**config.mk**
```make
export PLATFORM = sky130hd
export DESIGN_NAME = rsf_frame_handler
export DESIGN_NICKNAME = d
export VERILOG_FILES = /design/src/hw/rsf_pkg.sv /design/src/hw/rsf_fifo.sv /design/src/hw/rsf_uart_tx.sv /design/src/hw/rsf_frame_handler.sv
export SDC_FILE = /design/constraint.sdc
export NUM_CORES = 2
export LEC_CHECK = 0
export BUFFER_PORTS_ARGS = -buffer_cell sky130_fd_sc_hd__buf_4
export CAP_MARGIN = 20
export CORE_MARGIN = 2
export CORE_UTILIZATION = 45
export CTS_BUF_LIST = sky130_fd_sc_hd__clkbuf_4
export DETAILED_ROUTE_END_ITERATION = 16
export GPL_TIMING_DRIVEN = 0
export MAX_ROUTING_LAYER = met4
export REMOVE_ABC_BUFFERS = 1
export SLEW_MARGIN = 20
export SYNTH_ARGS = -nofsm -noshare
export SYNTH_HDL_FRONTEND = slang
export SYNTH_SLANG_ARGS = --single-unit
```
**constraint.sdc**
```tcl
create_clock -name mclk -period 6.8 [get_ports mclk]
set_input_delay 0.68 -clock mclk [delete_from_list [all_inputs] [get_ports mclk]]
set_output_delay 0.68 -clock mclk [all_outputs]
set_load 0.02 [all_outputs]
```
**src/hw/rsf_pkg.sv**
```systemverilog
package rsf_pkg;

  // ---------------------------------------------
  // clock and line timing
  // ---------------------------------------------
  localparam int CLK_HZ = 20_000_000;
  localparam int CLK_MHZ = CLK_HZ / 1_000_000;
  localparam int BAUD_SLOW = 9600;
  localparam int BAUD_FAST = 115200;
  localparam int BIT_SLOW_CYC = CLK_HZ / BAUD_SLOW;
  localparam int BIT_FAST_CYC = CLK_HZ / BAUD_FAST;
  localparam int GAP_SLOW_US = 1500;
  localparam int GAP_FAST_US = 750;
  localparam int LATENCY_US = 100_000;
  localparam int LATENCY_LONG_US = 200_000;
  localparam int END_BITS = 35;
  localparam int CNT_W = 24;
  localparam int LEN_W = 8;

  // ---------------------------------------------
  // sizes
  // ---------------------------------------------
  localparam int BUF_DEPTH_DEF = 250;
  localparam int FIFO_DEPTH_DEF = 4;
  localparam int MIN_LEN = 4;
  localparam int MAX_READ_REGS_DEF = 120;
  localparam logic [7:0] VENDOR_INIT_FN_DEF = 8'h30;

  // ---------------------------------------------
  // character bit positions
  // ---------------------------------------------
  localparam logic [3:0] BIT_START = 4'h0;
  localparam logic [3:0] BIT_LAST_DATA = 4'h8;
  localparam logic [3:0] BIT_PARITY = 4'h9;
  localparam logic [3:0] CHAR_BITS_MIN = 4'ha;

  // ---------------------------------------------
  // frame fields and codes
  // ---------------------------------------------
  localparam logic [7:0] ADDR_BROADCAST = 8'h00;
  localparam logic [7:0] ADDR_P2P = 8'hfa;
  localparam logic [7:0] ADDR_UNICAST_MAX = 8'hf7;
  localparam logic [7:0] MULTI_REGISTER_READ_FN = 8'h03;
  localparam logic [7:0] SINGLE_REGISTER_WRITE_FN = 8'h06;
  localparam logic [7:0] ECHO_TEST_FN = 8'h08;
  localparam logic [7:0] MULTI_REGISTER_WRITE_FN = 8'h10;
  localparam logic [7:0] FN_EXC_BIT = 8'h80;
  localparam logic [7:0] EXC_NONE = 8'h00;
  localparam logic [7:0] EXC_FUNCTION = 8'h01;
  localparam logic [7:0] EXC_ADDRESS = 8'h02;
  localparam logic [7:0] EXC_VALUE = 8'h03;
  localparam logic [7:0] EXC_FAILURE = 8'h04;
  localparam logic [7:0] EXC_INIT = 8'h20;
  localparam int IDX_ADDR = 0;
  localparam int IDX_FN = 1;
  localparam int IDX_P0 = 2;
  localparam int IDX_P2 = 4;
  localparam int IDX_P3 = 5;
  localparam logic [LEN_W-1:0] ECHO_LEN = 8'h08;
  localparam logic [1:0] ECHO_LAST = 2'h3;
  localparam logic [15:0] CRC_INIT = 16'hffff;
  localparam logic [15:0] CRC_POLY = 16'ha001;

  // ---------------------------------------------
  // types
  // ---------------------------------------------
  typedef logic [CNT_W-1:0] rsf_cnt_type;
  typedef struct packed {
    logic fast;
    logic parity_en;
    logic parity_odd;
    logic two_stop;
  } rsf_cfg_type;
  typedef struct packed {
    logic vendor;
    logic broadcast;
    logic [7:0] fn;
    logic [LEN_W-1:0] len;
  } rsf_req_type;
  typedef struct packed {
    logic last;
    logic [7:0] data;
  } rsf_pay_type;
  typedef enum logic [1:0] {
    ST_RX = 2'b00,
    ST_CHECK = 2'b01,
    ST_SERVE = 2'b10,
    ST_SEND = 2'b11
  } rsf_state_type;
  typedef enum logic [2:0] {
    PH_ADDR = 3'b000,
    PH_FN = 3'b001,
    PH_BODY = 3'b010,
    PH_CRC_A = 3'b011,
    PH_CRC_B = 3'b100,
    PH_DRAIN = 3'b101
  } rsf_phase_type;

  function automatic logic [15:0] rsf_crc_step(input logic [15:0] c, input logic [7:0] d);
    logic [15:0] r;
    r = c ^ {8'h00, d};
    for (int i = 0; i < 8; i++) begin
      r = r[0] ? ((r >> 1) ^ CRC_POLY) : (r >> 1);
    end
    return r;
  endfunction

endpackage

```
**src/hw/rsf_fifo.sv**
```systemverilog
`timescale 1ns/100ps
module rsf_fifo #(
  parameter int WIDTH = 9,
  parameter int DEPTH = rsf_pkg::FIFO_DEPTH_DEF
) (
  // clock and reset
  input wire logic mclk,
  input wire logic resetn,
  input wire logic flush,
  // fill side
  input wire logic in_valid,
  input wire logic [WIDTH-1:0] in_data,
  output logic in_ready,
  // drain side
  output logic out_valid,
  output logic [WIDTH-1:0] out_data,
  input wire logic out_ready
);
  import rsf_pkg::*;

  localparam int AW = $clog2(DEPTH);
  logic [WIDTH-1:0] mem [DEPTH];
  logic [AW:0] wr_ptr;
  logic [AW:0] rd_ptr;

  assign in_ready = (wr_ptr ^ rd_ptr) != {1'b1, {AW{1'b0}}};
  assign out_valid = wr_ptr != rd_ptr;
  assign out_data = mem[rd_ptr[AW-1:0]];

  always_ff @(posedge mclk) begin
    if (in_valid && in_ready) begin
      mem[wr_ptr[AW-1:0]] <= in_data;
    end
  end

  always_ff @(posedge mclk) begin
    if (!resetn || flush) begin
      wr_ptr <= '0;
      rd_ptr <= '0;
    end else begin
      if (in_valid && in_ready) begin
        wr_ptr <= wr_ptr + 1'b1;
      end
      if (out_valid && out_ready) begin
        rd_ptr <= rd_ptr + 1'b1;
      end
    end
  end

endmodule

```
**src/hw/rsf_uart_tx.sv**
```systemverilog
`timescale 1ns/100ps
module rsf_uart_tx #(
  parameter int BIT_SLOW = rsf_pkg::BIT_SLOW_CYC,
  parameter int BIT_FAST = rsf_pkg::BIT_FAST_CYC
) (
  // clock and reset
  input wire logic mclk,
  input wire logic resetn,
  // character format
  input wire rsf_pkg::rsf_cfg_type cfg,
  // byte in
  input wire logic byte_valid,
  input wire logic [7:0] byte_data,
  output logic byte_ready,
  // line
  output logic txd,
  output logic busy
);
  import rsf_pkg::*;

  logic [15:0] bit_cyc;
  logic [15:0] cnt;
  logic [3:0] left;
  logic [10:0] sh;
  logic par;

  assign bit_cyc = cfg.fast ? 16'(BIT_FAST) : 16'(BIT_SLOW);
  assign byte_ready = !busy;
  assign par = (^byte_data) ^ cfg.parity_odd;

  always_ff @(posedge mclk) begin
    if (!resetn) begin
      busy <= 1'b0;
      txd <= 1'b1;
      cnt <= 16'h0000;
      left <= 4'h0;
      sh <= '1;
    end else if (!busy) begin
      if (byte_valid) begin
        busy <= 1'b1;
        txd <= 1'b0;
        cnt <= bit_cyc - 16'h0001;
        left <= CHAR_BITS_MIN + {3'h0, cfg.parity_en} + {3'h0, cfg.two_stop};
        sh <= cfg.parity_en ? {2'b11, par, byte_data} : {3'b111, byte_data};
      end
    end else if (cnt != 16'h0000) begin
      cnt <= cnt - 16'h0001;
    end else begin
      cnt <= bit_cyc - 16'h0001;
      left <= left - 4'h1;
      sh <= {1'b1, sh[10:1]};
      txd <= sh[0];
      if (left == 4'h1) begin
        busy <= 1'b0;
        txd <= 1'b1;
      end
    end
  end

endmodule

```
**src/hw/rsf_frame_handler.sv**
```systemverilog
`timescale 1ns/100ps
module rsf_frame_handler #(
  parameter int BUF_DEPTH = rsf_pkg::BUF_DEPTH_DEF,
  parameter int FIFO_DEPTH = rsf_pkg::FIFO_DEPTH_DEF,
  parameter rsf_pkg::rsf_cnt_type GAP_SLOW_CYC =
    rsf_pkg::rsf_cnt_type'(rsf_pkg::GAP_SLOW_US * rsf_pkg::CLK_MHZ),
  parameter rsf_pkg::rsf_cnt_type GAP_FAST_CYC =
    rsf_pkg::rsf_cnt_type'(rsf_pkg::GAP_FAST_US * rsf_pkg::CLK_MHZ),
  parameter rsf_pkg::rsf_cnt_type LATENCY_CYC =
    rsf_pkg::rsf_cnt_type'(rsf_pkg::LATENCY_US * rsf_pkg::CLK_MHZ),
  parameter rsf_pkg::rsf_cnt_type LATENCY_LONG_CYC =
    rsf_pkg::rsf_cnt_type'(rsf_pkg::LATENCY_LONG_US * rsf_pkg::CLK_MHZ),
  parameter logic [15:0] MAX_READ_REGS = 16'(rsf_pkg::MAX_READ_REGS_DEF),
  parameter logic [7:0] VENDOR_INIT_FN = rsf_pkg::VENDOR_INIT_FN_DEF
) (
  // clock and reset
  input wire logic mclk,
  input wire logic resetn,
  // bus line
  input wire logic rxd,
  output logic txd,
  output logic tx_oe,
  // configuration
  input wire rsf_pkg::rsf_cfg_type cfg,
  input wire logic [7:0] device_address,
  input wire logic long_latency,
  // request to application
  output logic req_valid,
  output rsf_pkg::rsf_req_type req,
  input wire logic [7:0] req_index,
  output logic [7:0] req_byte,
  // answer from application
  input wire logic resp_valid,
  input wire logic [7:0] resp_code,
  input wire logic pay_valid,
  input wire rsf_pkg::rsf_pay_type pay,
  output logic pay_ready,
  // status
  output logic init_done,
  output logic frame_dropped
);
  import rsf_pkg::*;

  rsf_state_type state;
  rsf_phase_type phase;
  logic [15:0] bit_cyc;
  logic rx_on;
  logic [15:0] rx_cnt;
  logic [3:0] rx_bit;
  logic [7:0] rx_data;
  logic rx_par;
  logic rx_done;
  logic rx_err;
  rsf_cnt_type gap_cnt;
  rsf_cnt_type gap_lim;
  rsf_cnt_type end_lim;
  rsf_cnt_type lat_cnt;
  logic gap_hit;
  logic frame_end;
  logic armed;
  logic in_frame;
  logic frame_bad;
  logic [LEN_W-1:0] len;
  logic [7:0] buf_mem [BUF_DEPTH];
  logic [15:0] crc_cur;
  logic [15:0] crc_d1;
  logic [15:0] crc_d2;
  logic [15:0] crc_tx;
  logic [7:0] fn;
  logic [7:0] addr;
  logic vendor;
  logic bcast;
  logic addr_hit;
  logic crc_ok;
  logic accept;
  logic [7:0] next_exc;
  logic [7:0] rsp_exc;
  logic rsp_echo;
  logic [1:0] body_idx;
  logic tx_valid;
  logic tx_ready;
  logic tx_busy;
  logic [7:0] tx_byte;
  logic tx_acc;
  logic fifo_valid;
  logic fifo_pop;
  logic fifo_flush;
  rsf_pay_type fifo_out;

  // ---------------------------------------------
  // character receiver
  // ---------------------------------------------
  // baud select
  assign bit_cyc = cfg.fast ? 16'(BIT_FAST_CYC) : 16'(BIT_SLOW_CYC);

  always_ff @(posedge mclk) begin
    if (!resetn) begin
      rx_on <= 1'b0;
      rx_cnt <= 16'h0000;
      rx_bit <= 4'h0;
      rx_data <= 8'h00;
      rx_par <= 1'b0;
      rx_done <= 1'b0;
      rx_err <= 1'b0;
    end else begin
      rx_done <= 1'b0;
      if (!rx_on) begin
        if (!rxd) begin
          rx_on <= 1'b1;
          rx_cnt <= bit_cyc >> 1;
          rx_bit <= BIT_START;
          rx_par <= cfg.parity_odd;
        end
      end else if (rx_cnt != 16'h0000) begin
        rx_cnt <= rx_cnt - 16'h0001;
      end else begin
        rx_cnt <= bit_cyc - 16'h0001;
        rx_bit <= rx_bit + 4'h1;
        if (rx_bit == BIT_START) begin
          if (rxd) begin
            rx_on <= 1'b0;
          end
        end else if (rx_bit <= BIT_LAST_DATA) begin
          rx_data <= {rxd, rx_data[7:1]};
          rx_par <= rx_par ^ rxd;
        end else if (rx_bit == BIT_PARITY && cfg.parity_en) begin
          rx_par <= rx_par ^ rxd;
        end else begin
          rx_on <= 1'b0;
          rx_done <= 1'b1;
          rx_err <= !rxd || (cfg.parity_en && rx_par);
        end
      end
    end
  end

  // ---------------------------------------------
  // silence timing
  // ---------------------------------------------
  assign gap_lim = cfg.fast ? GAP_FAST_CYC : GAP_SLOW_CYC;
  assign end_lim = gap_lim + CNT_W'(END_BITS * bit_cyc);
  assign frame_end = gap_cnt == end_lim;

  always_ff @(posedge mclk) begin
    if (!resetn) begin
      gap_cnt <= '0;
      gap_hit <= 1'b0;
    end else begin
      if (rx_on) begin
        gap_cnt <= '0;
      end else if (gap_cnt != '1) begin
        gap_cnt <= gap_cnt + 1'b1;
      end
      if (!rx_on && !rxd) begin
        gap_hit <= gap_cnt > gap_lim;
      end
    end
  end

  // ---------------------------------------------
  // frame collection
  // ---------------------------------------------
  always_ff @(posedge mclk) begin
    if (!resetn) begin
      armed <= 1'b0;
      in_frame <= 1'b0;
      frame_bad <= 1'b0;
      len <= '0;
      crc_cur <= CRC_INIT;
      crc_d1 <= CRC_INIT;
      crc_d2 <= CRC_INIT;
    end else if (state == ST_RX) begin
      if (frame_end) begin
        armed <= 1'b1;
        in_frame <= 1'b0;
      end else if (rx_done && armed) begin
        if (!in_frame) begin
          in_frame <= 1'b1;
          frame_bad <= rx_err;
          len <= 8'h01;
          crc_cur <= rsf_crc_step(CRC_INIT, rx_data);
          crc_d1 <= CRC_INIT;
          crc_d2 <= CRC_INIT;
        end else if (gap_hit || rx_err || len == LEN_W'(BUF_DEPTH)) begin
          frame_bad <= 1'b1;
        end else begin
          len <= len + 8'h01;
          crc_cur <= rsf_crc_step(crc_cur, rx_data);
          crc_d1 <= crc_cur;
          crc_d2 <= crc_d1;
        end
      end
    end else begin
      in_frame <= 1'b0;
      armed <= 1'b1;
    end
  end

  always_ff @(posedge mclk) begin
    if (state == ST_RX && rx_done && armed && !frame_end) begin
      if (!in_frame) begin
        buf_mem[IDX_ADDR] <= rx_data;
      end else if (len != LEN_W'(BUF_DEPTH)) begin
        buf_mem[len] <= rx_data;
      end
    end
  end

  // ---------------------------------------------
  // frame evaluation
  // ---------------------------------------------
  assign addr = buf_mem[IDX_ADDR];
  assign fn = buf_mem[IDX_FN];
  assign vendor = !(fn == MULTI_REGISTER_READ_FN || fn == SINGLE_REGISTER_WRITE_FN ||
                    fn == ECHO_TEST_FN || fn == MULTI_REGISTER_WRITE_FN);
  assign bcast = addr == ADDR_BROADCAST;
  assign addr_hit = bcast || addr == ADDR_P2P ||
    (addr == device_address && device_address != ADDR_BROADCAST &&
     device_address <= ADDR_UNICAST_MAX);
  assign crc_ok = vendor ?
    crc_d2 == {buf_mem[len - 8'h02], buf_mem[len - 8'h01]} :
    crc_d2 == {buf_mem[len - 8'h01], buf_mem[len - 8'h02]};
  assign accept = !frame_bad && len >= LEN_W'(MIN_LEN) && crc_ok && addr_hit;

  always_comb begin
    next_exc = EXC_NONE;
    if (fn[7]) begin
      next_exc = EXC_FUNCTION;
    end else if (vendor && !init_done && fn != VENDOR_INIT_FN) begin
      next_exc = EXC_INIT;
    end else if (fn == ECHO_TEST_FN) begin
      if (len != ECHO_LEN) begin
        next_exc = EXC_VALUE;
      end else if (buf_mem[IDX_P0] != 8'h00 || buf_mem[IDX_P0 + 1] != 8'h00) begin
        next_exc = EXC_FUNCTION;
      end
    end else if (fn == MULTI_REGISTER_READ_FN) begin
      if ({buf_mem[IDX_P2], buf_mem[IDX_P3]} == 16'h0000 ||
          {buf_mem[IDX_P2], buf_mem[IDX_P3]} > MAX_READ_REGS) begin
        next_exc = EXC_VALUE;
      end
    end
  end

  // ---------------------------------------------
  // control sequence
  // ---------------------------------------------
  always_ff @(posedge mclk) begin
    if (!resetn) begin
      state <= ST_RX;
      rsp_exc <= EXC_NONE;
      rsp_echo <= 1'b0;
      init_done <= 1'b0;
      frame_dropped <= 1'b0;
      lat_cnt <= '0;
    end else begin
      frame_dropped <= 1'b0;
      unique case (state)
        ST_RX: begin
          if (frame_end && in_frame && armed) begin
            state <= ST_CHECK;
          end
        end
        ST_CHECK: begin
          lat_cnt <= '0;
          rsp_exc <= next_exc;
          rsp_echo <= fn == ECHO_TEST_FN;
          if (!accept) begin
            frame_dropped <= 1'b1;
            state <= ST_RX;
          end else if (next_exc != EXC_NONE || fn == ECHO_TEST_FN) begin
            state <= bcast ? ST_RX : ST_SEND;
          end else begin
            state <= ST_SERVE;
          end
        end
        ST_SERVE: begin
          lat_cnt <= lat_cnt + 1'b1;
          if (resp_valid) begin
            if (vendor && fn == VENDOR_INIT_FN && resp_code == EXC_NONE) begin
              init_done <= 1'b1;
            end
            rsp_exc <= resp_code;
            state <= bcast ? ST_RX : ST_SEND;
          end else if (lat_cnt == (long_latency ? LATENCY_LONG_CYC : LATENCY_CYC)) begin
            state <= ST_RX;
          end
        end
        ST_SEND: begin
          if (phase == PH_DRAIN && !tx_busy) begin
            state <= ST_RX;
          end
        end
      endcase
    end
  end

  // ---------------------------------------------
  // application side
  // ---------------------------------------------
  assign req_valid = state == ST_SERVE;
  assign req = '{vendor: vendor, broadcast: bcast, fn: fn, len: len};
  assign fifo_flush = state == ST_RX;

  always_ff @(posedge mclk) begin
    if (!resetn) begin
      req_byte <= 8'h00;
    end else begin
      req_byte <= buf_mem[req_index];
    end
  end

  // ---------------------------------------------
  // reply assembly
  // ---------------------------------------------
  // driver only while replying
  assign tx_oe = state == ST_SEND;
  assign tx_acc = tx_valid && tx_ready;
  assign fifo_pop = tx_oe && phase == PH_BODY && rsp_exc == EXC_NONE && !rsp_echo && tx_ready;

  always_comb begin
    tx_valid = tx_oe;
    tx_byte = 8'h00;
    case (phase)
      PH_ADDR: tx_byte = addr;
      PH_FN: tx_byte = fn | (rsp_exc != EXC_NONE ? FN_EXC_BIT : 8'h00);
      PH_BODY: begin
        if (rsp_exc != EXC_NONE) begin
          tx_byte = rsp_exc;
        end else if (rsp_echo) begin
          tx_byte = buf_mem[IDX_P0 + int'(body_idx)];
        end else begin
          tx_byte = fifo_out.data;
          tx_valid = tx_oe && fifo_valid;
        end
      end
      PH_CRC_A: tx_byte = vendor ? crc_tx[15:8] : crc_tx[7:0];
      PH_CRC_B: tx_byte = vendor ? crc_tx[7:0] : crc_tx[15:8];
      default: tx_valid = 1'b0;
    endcase
  end

  always_ff @(posedge mclk) begin
    if (!resetn || !tx_oe) begin
      phase <= PH_ADDR;
      body_idx <= 2'h0;
      crc_tx <= CRC_INIT;
    end else if (tx_acc) begin
      if (phase <= PH_BODY) begin
        crc_tx <= rsf_crc_step(crc_tx, tx_byte);
      end
      case (phase)
        PH_ADDR: phase <= PH_FN;
        PH_FN: phase <= PH_BODY;
        PH_BODY: begin
          body_idx <= body_idx + 2'h1;
          if (rsp_exc != EXC_NONE || (rsp_echo && body_idx == ECHO_LAST) ||
              (!rsp_echo && fifo_out.last)) begin
            phase <= PH_CRC_A;
          end
        end
        PH_CRC_A: phase <= PH_CRC_B;
        PH_CRC_B: phase <= PH_DRAIN;
        default: phase <= PH_DRAIN;
      endcase
    end
  end

  // ---------------------------------------------
  // payload buffer and transmitter
  // ---------------------------------------------
  rsf_fifo #(
    .WIDTH($bits(rsf_pay_type)),
    .DEPTH(FIFO_DEPTH)
  ) u_fifo (
    .mclk(mclk),
    .resetn(resetn),
    .flush(fifo_flush),
    .in_valid(pay_valid),
    .in_data(pay),
    .in_ready(pay_ready),
    .out_valid(fifo_valid),
    .out_data(fifo_out),
    .out_ready(fifo_pop)
  );

  rsf_uart_tx #(
    .BIT_SLOW(BIT_SLOW_CYC),
    .BIT_FAST(BIT_FAST_CYC)
  ) u_tx (
    .mclk(mclk),
    .resetn(resetn),
    .cfg(cfg),
    .byte_valid(tx_valid),
    .byte_data(tx_byte),
    .byte_ready(tx_ready),
    .txd(txd),
    .busy(tx_busy)
  );

endmodule

```
==> summary.txt <==
Global routing
  • Vias in the first global route: 85.3k
  • GRT Util Overall: 0.345
  • Total global routing overflow: 0
  • First-pass GRT wire length: 668000 µm
  • Largest net degree at the start of global routing: 82
  • Initial antenna violation count: 48

Die
  • Starting density of the core: 0.453
  • Core Region: 0.280 mm²
  • Die height: 535 µm
  • Die W: 535 µm
  • Row count: 194
  • Ports: 75
  • Die ar.: 0.286 mm²

Clock network
  • Worst skew pair latency: 1.46 ns
  • CTS tree: yes
  • Root Buffer: clkbuf_4
  • CTS Sinks: 2295
  • Num CTS Buffers: around 620
  • Max clock buf depth: 4
  • Clock-pin transition on the worst setup and hold timing paths: 0.07 ns
  • H-tree Lvls: 6

STA
  • Least-Margin Pin Slew: 1.24 ns
  • Worst rel slew slack: 0.168
  • Final Skew: between 0.1 and 0.15 ns
  • Final setup margin: -0.286 ns
  • Max Freq: 141 MHz
  • Min Hold Slack: 0.219 ns
  • Final Critical Period: about 7.1 ns
  • Period utilisation layout: 1.04
  • Max-slew violations: 0
  • RSZ-0062 raised after global routing: yes
  • Final Hold Vio Count: 0
  • Endpoints failing setup: 5

Final layout
  • Final net count: 8165
  • Layout cell share with drive strength beyond 1: 0.375
  • Most frequent standard cell in the layout excluding fill and tap cells: edfxtp_1
  • Layout area overhead: 13.6%
  • Cell Count, Final, Fillers Out: 12.3k
  • Most frequent cells in the layout: edfxtp_1 (2084), mux4_2 (1648), clkbuf_4 (881)
  • Fill cell count: 22.6k

Detailed routing
  • WL/cell: 39.4 µm
  • Via-to-Cell Ratio: 7.20
  • DR vias: 88.6k
  • First-iteration detailed-routing DRC count: 14.3k
  • Final WL: 485000 µm
  • Pre-antenna DRT Iters: 6
  • Drc violations: 0
  • ANT nets after route: 0

Power and ir drop
  • Total design power: 0.0292 W
  • Pleak: 44.5 nW
  • PwrDens: 203 mW/mm²
  • Peak VDD IR: 0.136 mV

Min path
  • HP Class: primary input to flop

Placement
  • Hpwl dp: 326000 µm
  • Placed cell count: 11.1k
  • Gpl congestion: 0.941
  • I/O Buffers: between 70 and 80

Status
  • Failing checks: negative setup slack
  • Status: finished with violations

Synthesis
  • Seq/Total Area, Yosys: 0.527
  • Synth warnings: 0
  • Synth unique cells: about 100
  • Yosys reg bits: around 2.3k
  • Cells after Synth: 7706
  • Synthesized area per cell: 16.5 µm²
  • Post-synth ARST share: 0
  • Mapped Area: about 0.13 mm²
  • Post-synth EDFFs: 2084
  • Ys flop type: edfxtp_1

Run
  • Maxcap violations: 0

Worst setup path
  • CP max stage delay: 0.95 ns
  • Worst path cell trace: buf_12 -> buf_16 -> clkinvlp_4 -> buf_4 -> buf_4 -> buf_4 -> ha_4 -> nor3b_4 -> xor2_4 -> buf_16 -> nand2_1 -> o2111ai_1 -> a311oi_2 -> o41a_1 -> nand2b_1 -> a221o_1 -> nor3_4 -> nand4_1 -> o21ai_1
  • Worst-path fanout max: 42
  • Critical path required time: 8.07 ns
  • CP endpoint kind: flop
  • CP most frequent cell: buf_4
  • Worst setup path class: flop to flop
  • Critical Path AT: between 8 and 9 ns
  • CP max-delay cell: a311oi_2
  • CP startpoint kind: flop
[state kept, by name, indices dropped and copies added, names as in the netlist, 4 cells and up, named ones only]
signal / count
rx_cnt: 16
u_tx.sh: 9
len: 8
crc_d2: 11
lat_cnt: 24
rx_bit: 4
rsp_exc: 8
req_byte: 8
crc_tx: 16
crc_cur: 16
buf_mem: 2048
crc_d1: 11
u_tx.left: 4
gap_cnt: 24
u_tx.cnt: 16
rx_data: 8
u_fifo.mem: 36
[per-stage QoR]
step	setup TNS, ns	worst slack, ns	instance area (µm²)	utilization
floorplan	-	-71.89	123000	-
global placement	-	-107.97	128000	0.458
detailed placement	-966.36	-2.33	134000	0.480
CTS	0	0.0100	144000	0.513
global route	-0.0226	-0.0226	144000	0.515
finish	-0.683	-0.286	144000	0.515
[routing by layer]
metal	part of all wire	track usage
met5	0	-
met4	0.070	0.204
met3	0.15	0.132
met2	0.44	0.484
met1	0.34	0.423
[worst paths after layout]
kind,startpoint,slack (ns),cells after the start,end
worst max-delay path,len[1]$_SDFFE_PN0P_,-0.29,19,state[1]$_SDFFE_PN0P_
worst min-delay path,cfg[1],0.22,4,rx_par$_SDFFE_PN0P_
worst max register to register,len[1]$_SDFFE_PN0P_,-0.29,19,state[1]$_SDFFE_PN0P_
worst min register to register,crc_d1[7]$_SDFFE_PN1P_,0.45,2,crc_d2[7]$_SDFFE_PN1P_
[cells in the mapped netlist (84+ instances only)]
cell type     n  area, µm²
nand2_1     614       2300
nand3_1     173        866
nor2_1      522       1960
nand4_1     105        657
dfxtp_1     211       4220
mux2i_1     342       3420
mux4_2     1648      37100
a21oi_1     135        676
edfxtp_1   2084      62600
o21ai_0     134        671
buf_2       121        606
clkbuf_1    292       1100
buf_4        84        631
[area by class of cell]
class / count / area, µm² / area share
Sequential cell: 2295 / 66800 / 0.464
Multi-Input combinational cell: 4699 / 57100 / 0.397
Timing Repair Buffer: 418 / 7210 / 0.0501
Clock buffer: 881 / 6610 / 0.0459
Tap cell: 3724 / 4660 / 0.0323
Clock inverter: 190 / 1220 / 0.00846
Inverter: 49 / 224 / 0.00155
Antenna cell: 50 / 125 / 0.000869
[logic make-up (layout without fill, tap and decap cells)]
logic type	Yosys count	count (layout)	synth area share
AO/OA/AOI/OAI	737	739	0.0409
adder cells (fa/ha/maj)	38	38	0.00375
multiplexers	2017	2017	0.325
buffers and inverters	715	1538	0.0305
flip-flops	2295	2295	0.527
other	0	50	0
XOR/XNOR	143	143	0.0102
AND/OR/NAND/NOR	1761	1762	0.0632
[critical path, delay by kind of cell (launching register included)]
kind / cells / cell delay [ns]
xor+xnor: 1 / 0.24
fa+ha+maj: 1 / 0.32
simple gates: 5 / 1.71
flops: 1 / 0.37
buf+inv: 7 / 1.57
compound gates: 5 / 2.63
[report_power, final]
part	leakage [nW]	switching [W]	total (W)	internal, W
clock	4.63	0.00626	0.0127	0.00647
sequential	20.4	0.0000227	0.0152	0.0152
combinational	19.5	0.000733	0.00127	0.000539
[repair_timing]
item | 4_1_cts | 5_1_grt
resized for setup | 34 | 25
hold buffers | 55 | 0
setup buffers | 21 | 17
gates cloned | 10 | 3
pin swaps | 11 | 8
setup endpoints to repair | 1906 | 136
endpoints found under the hold margin | 153 | 0
No activity file was read; power rests on OpenSTA's default activity.
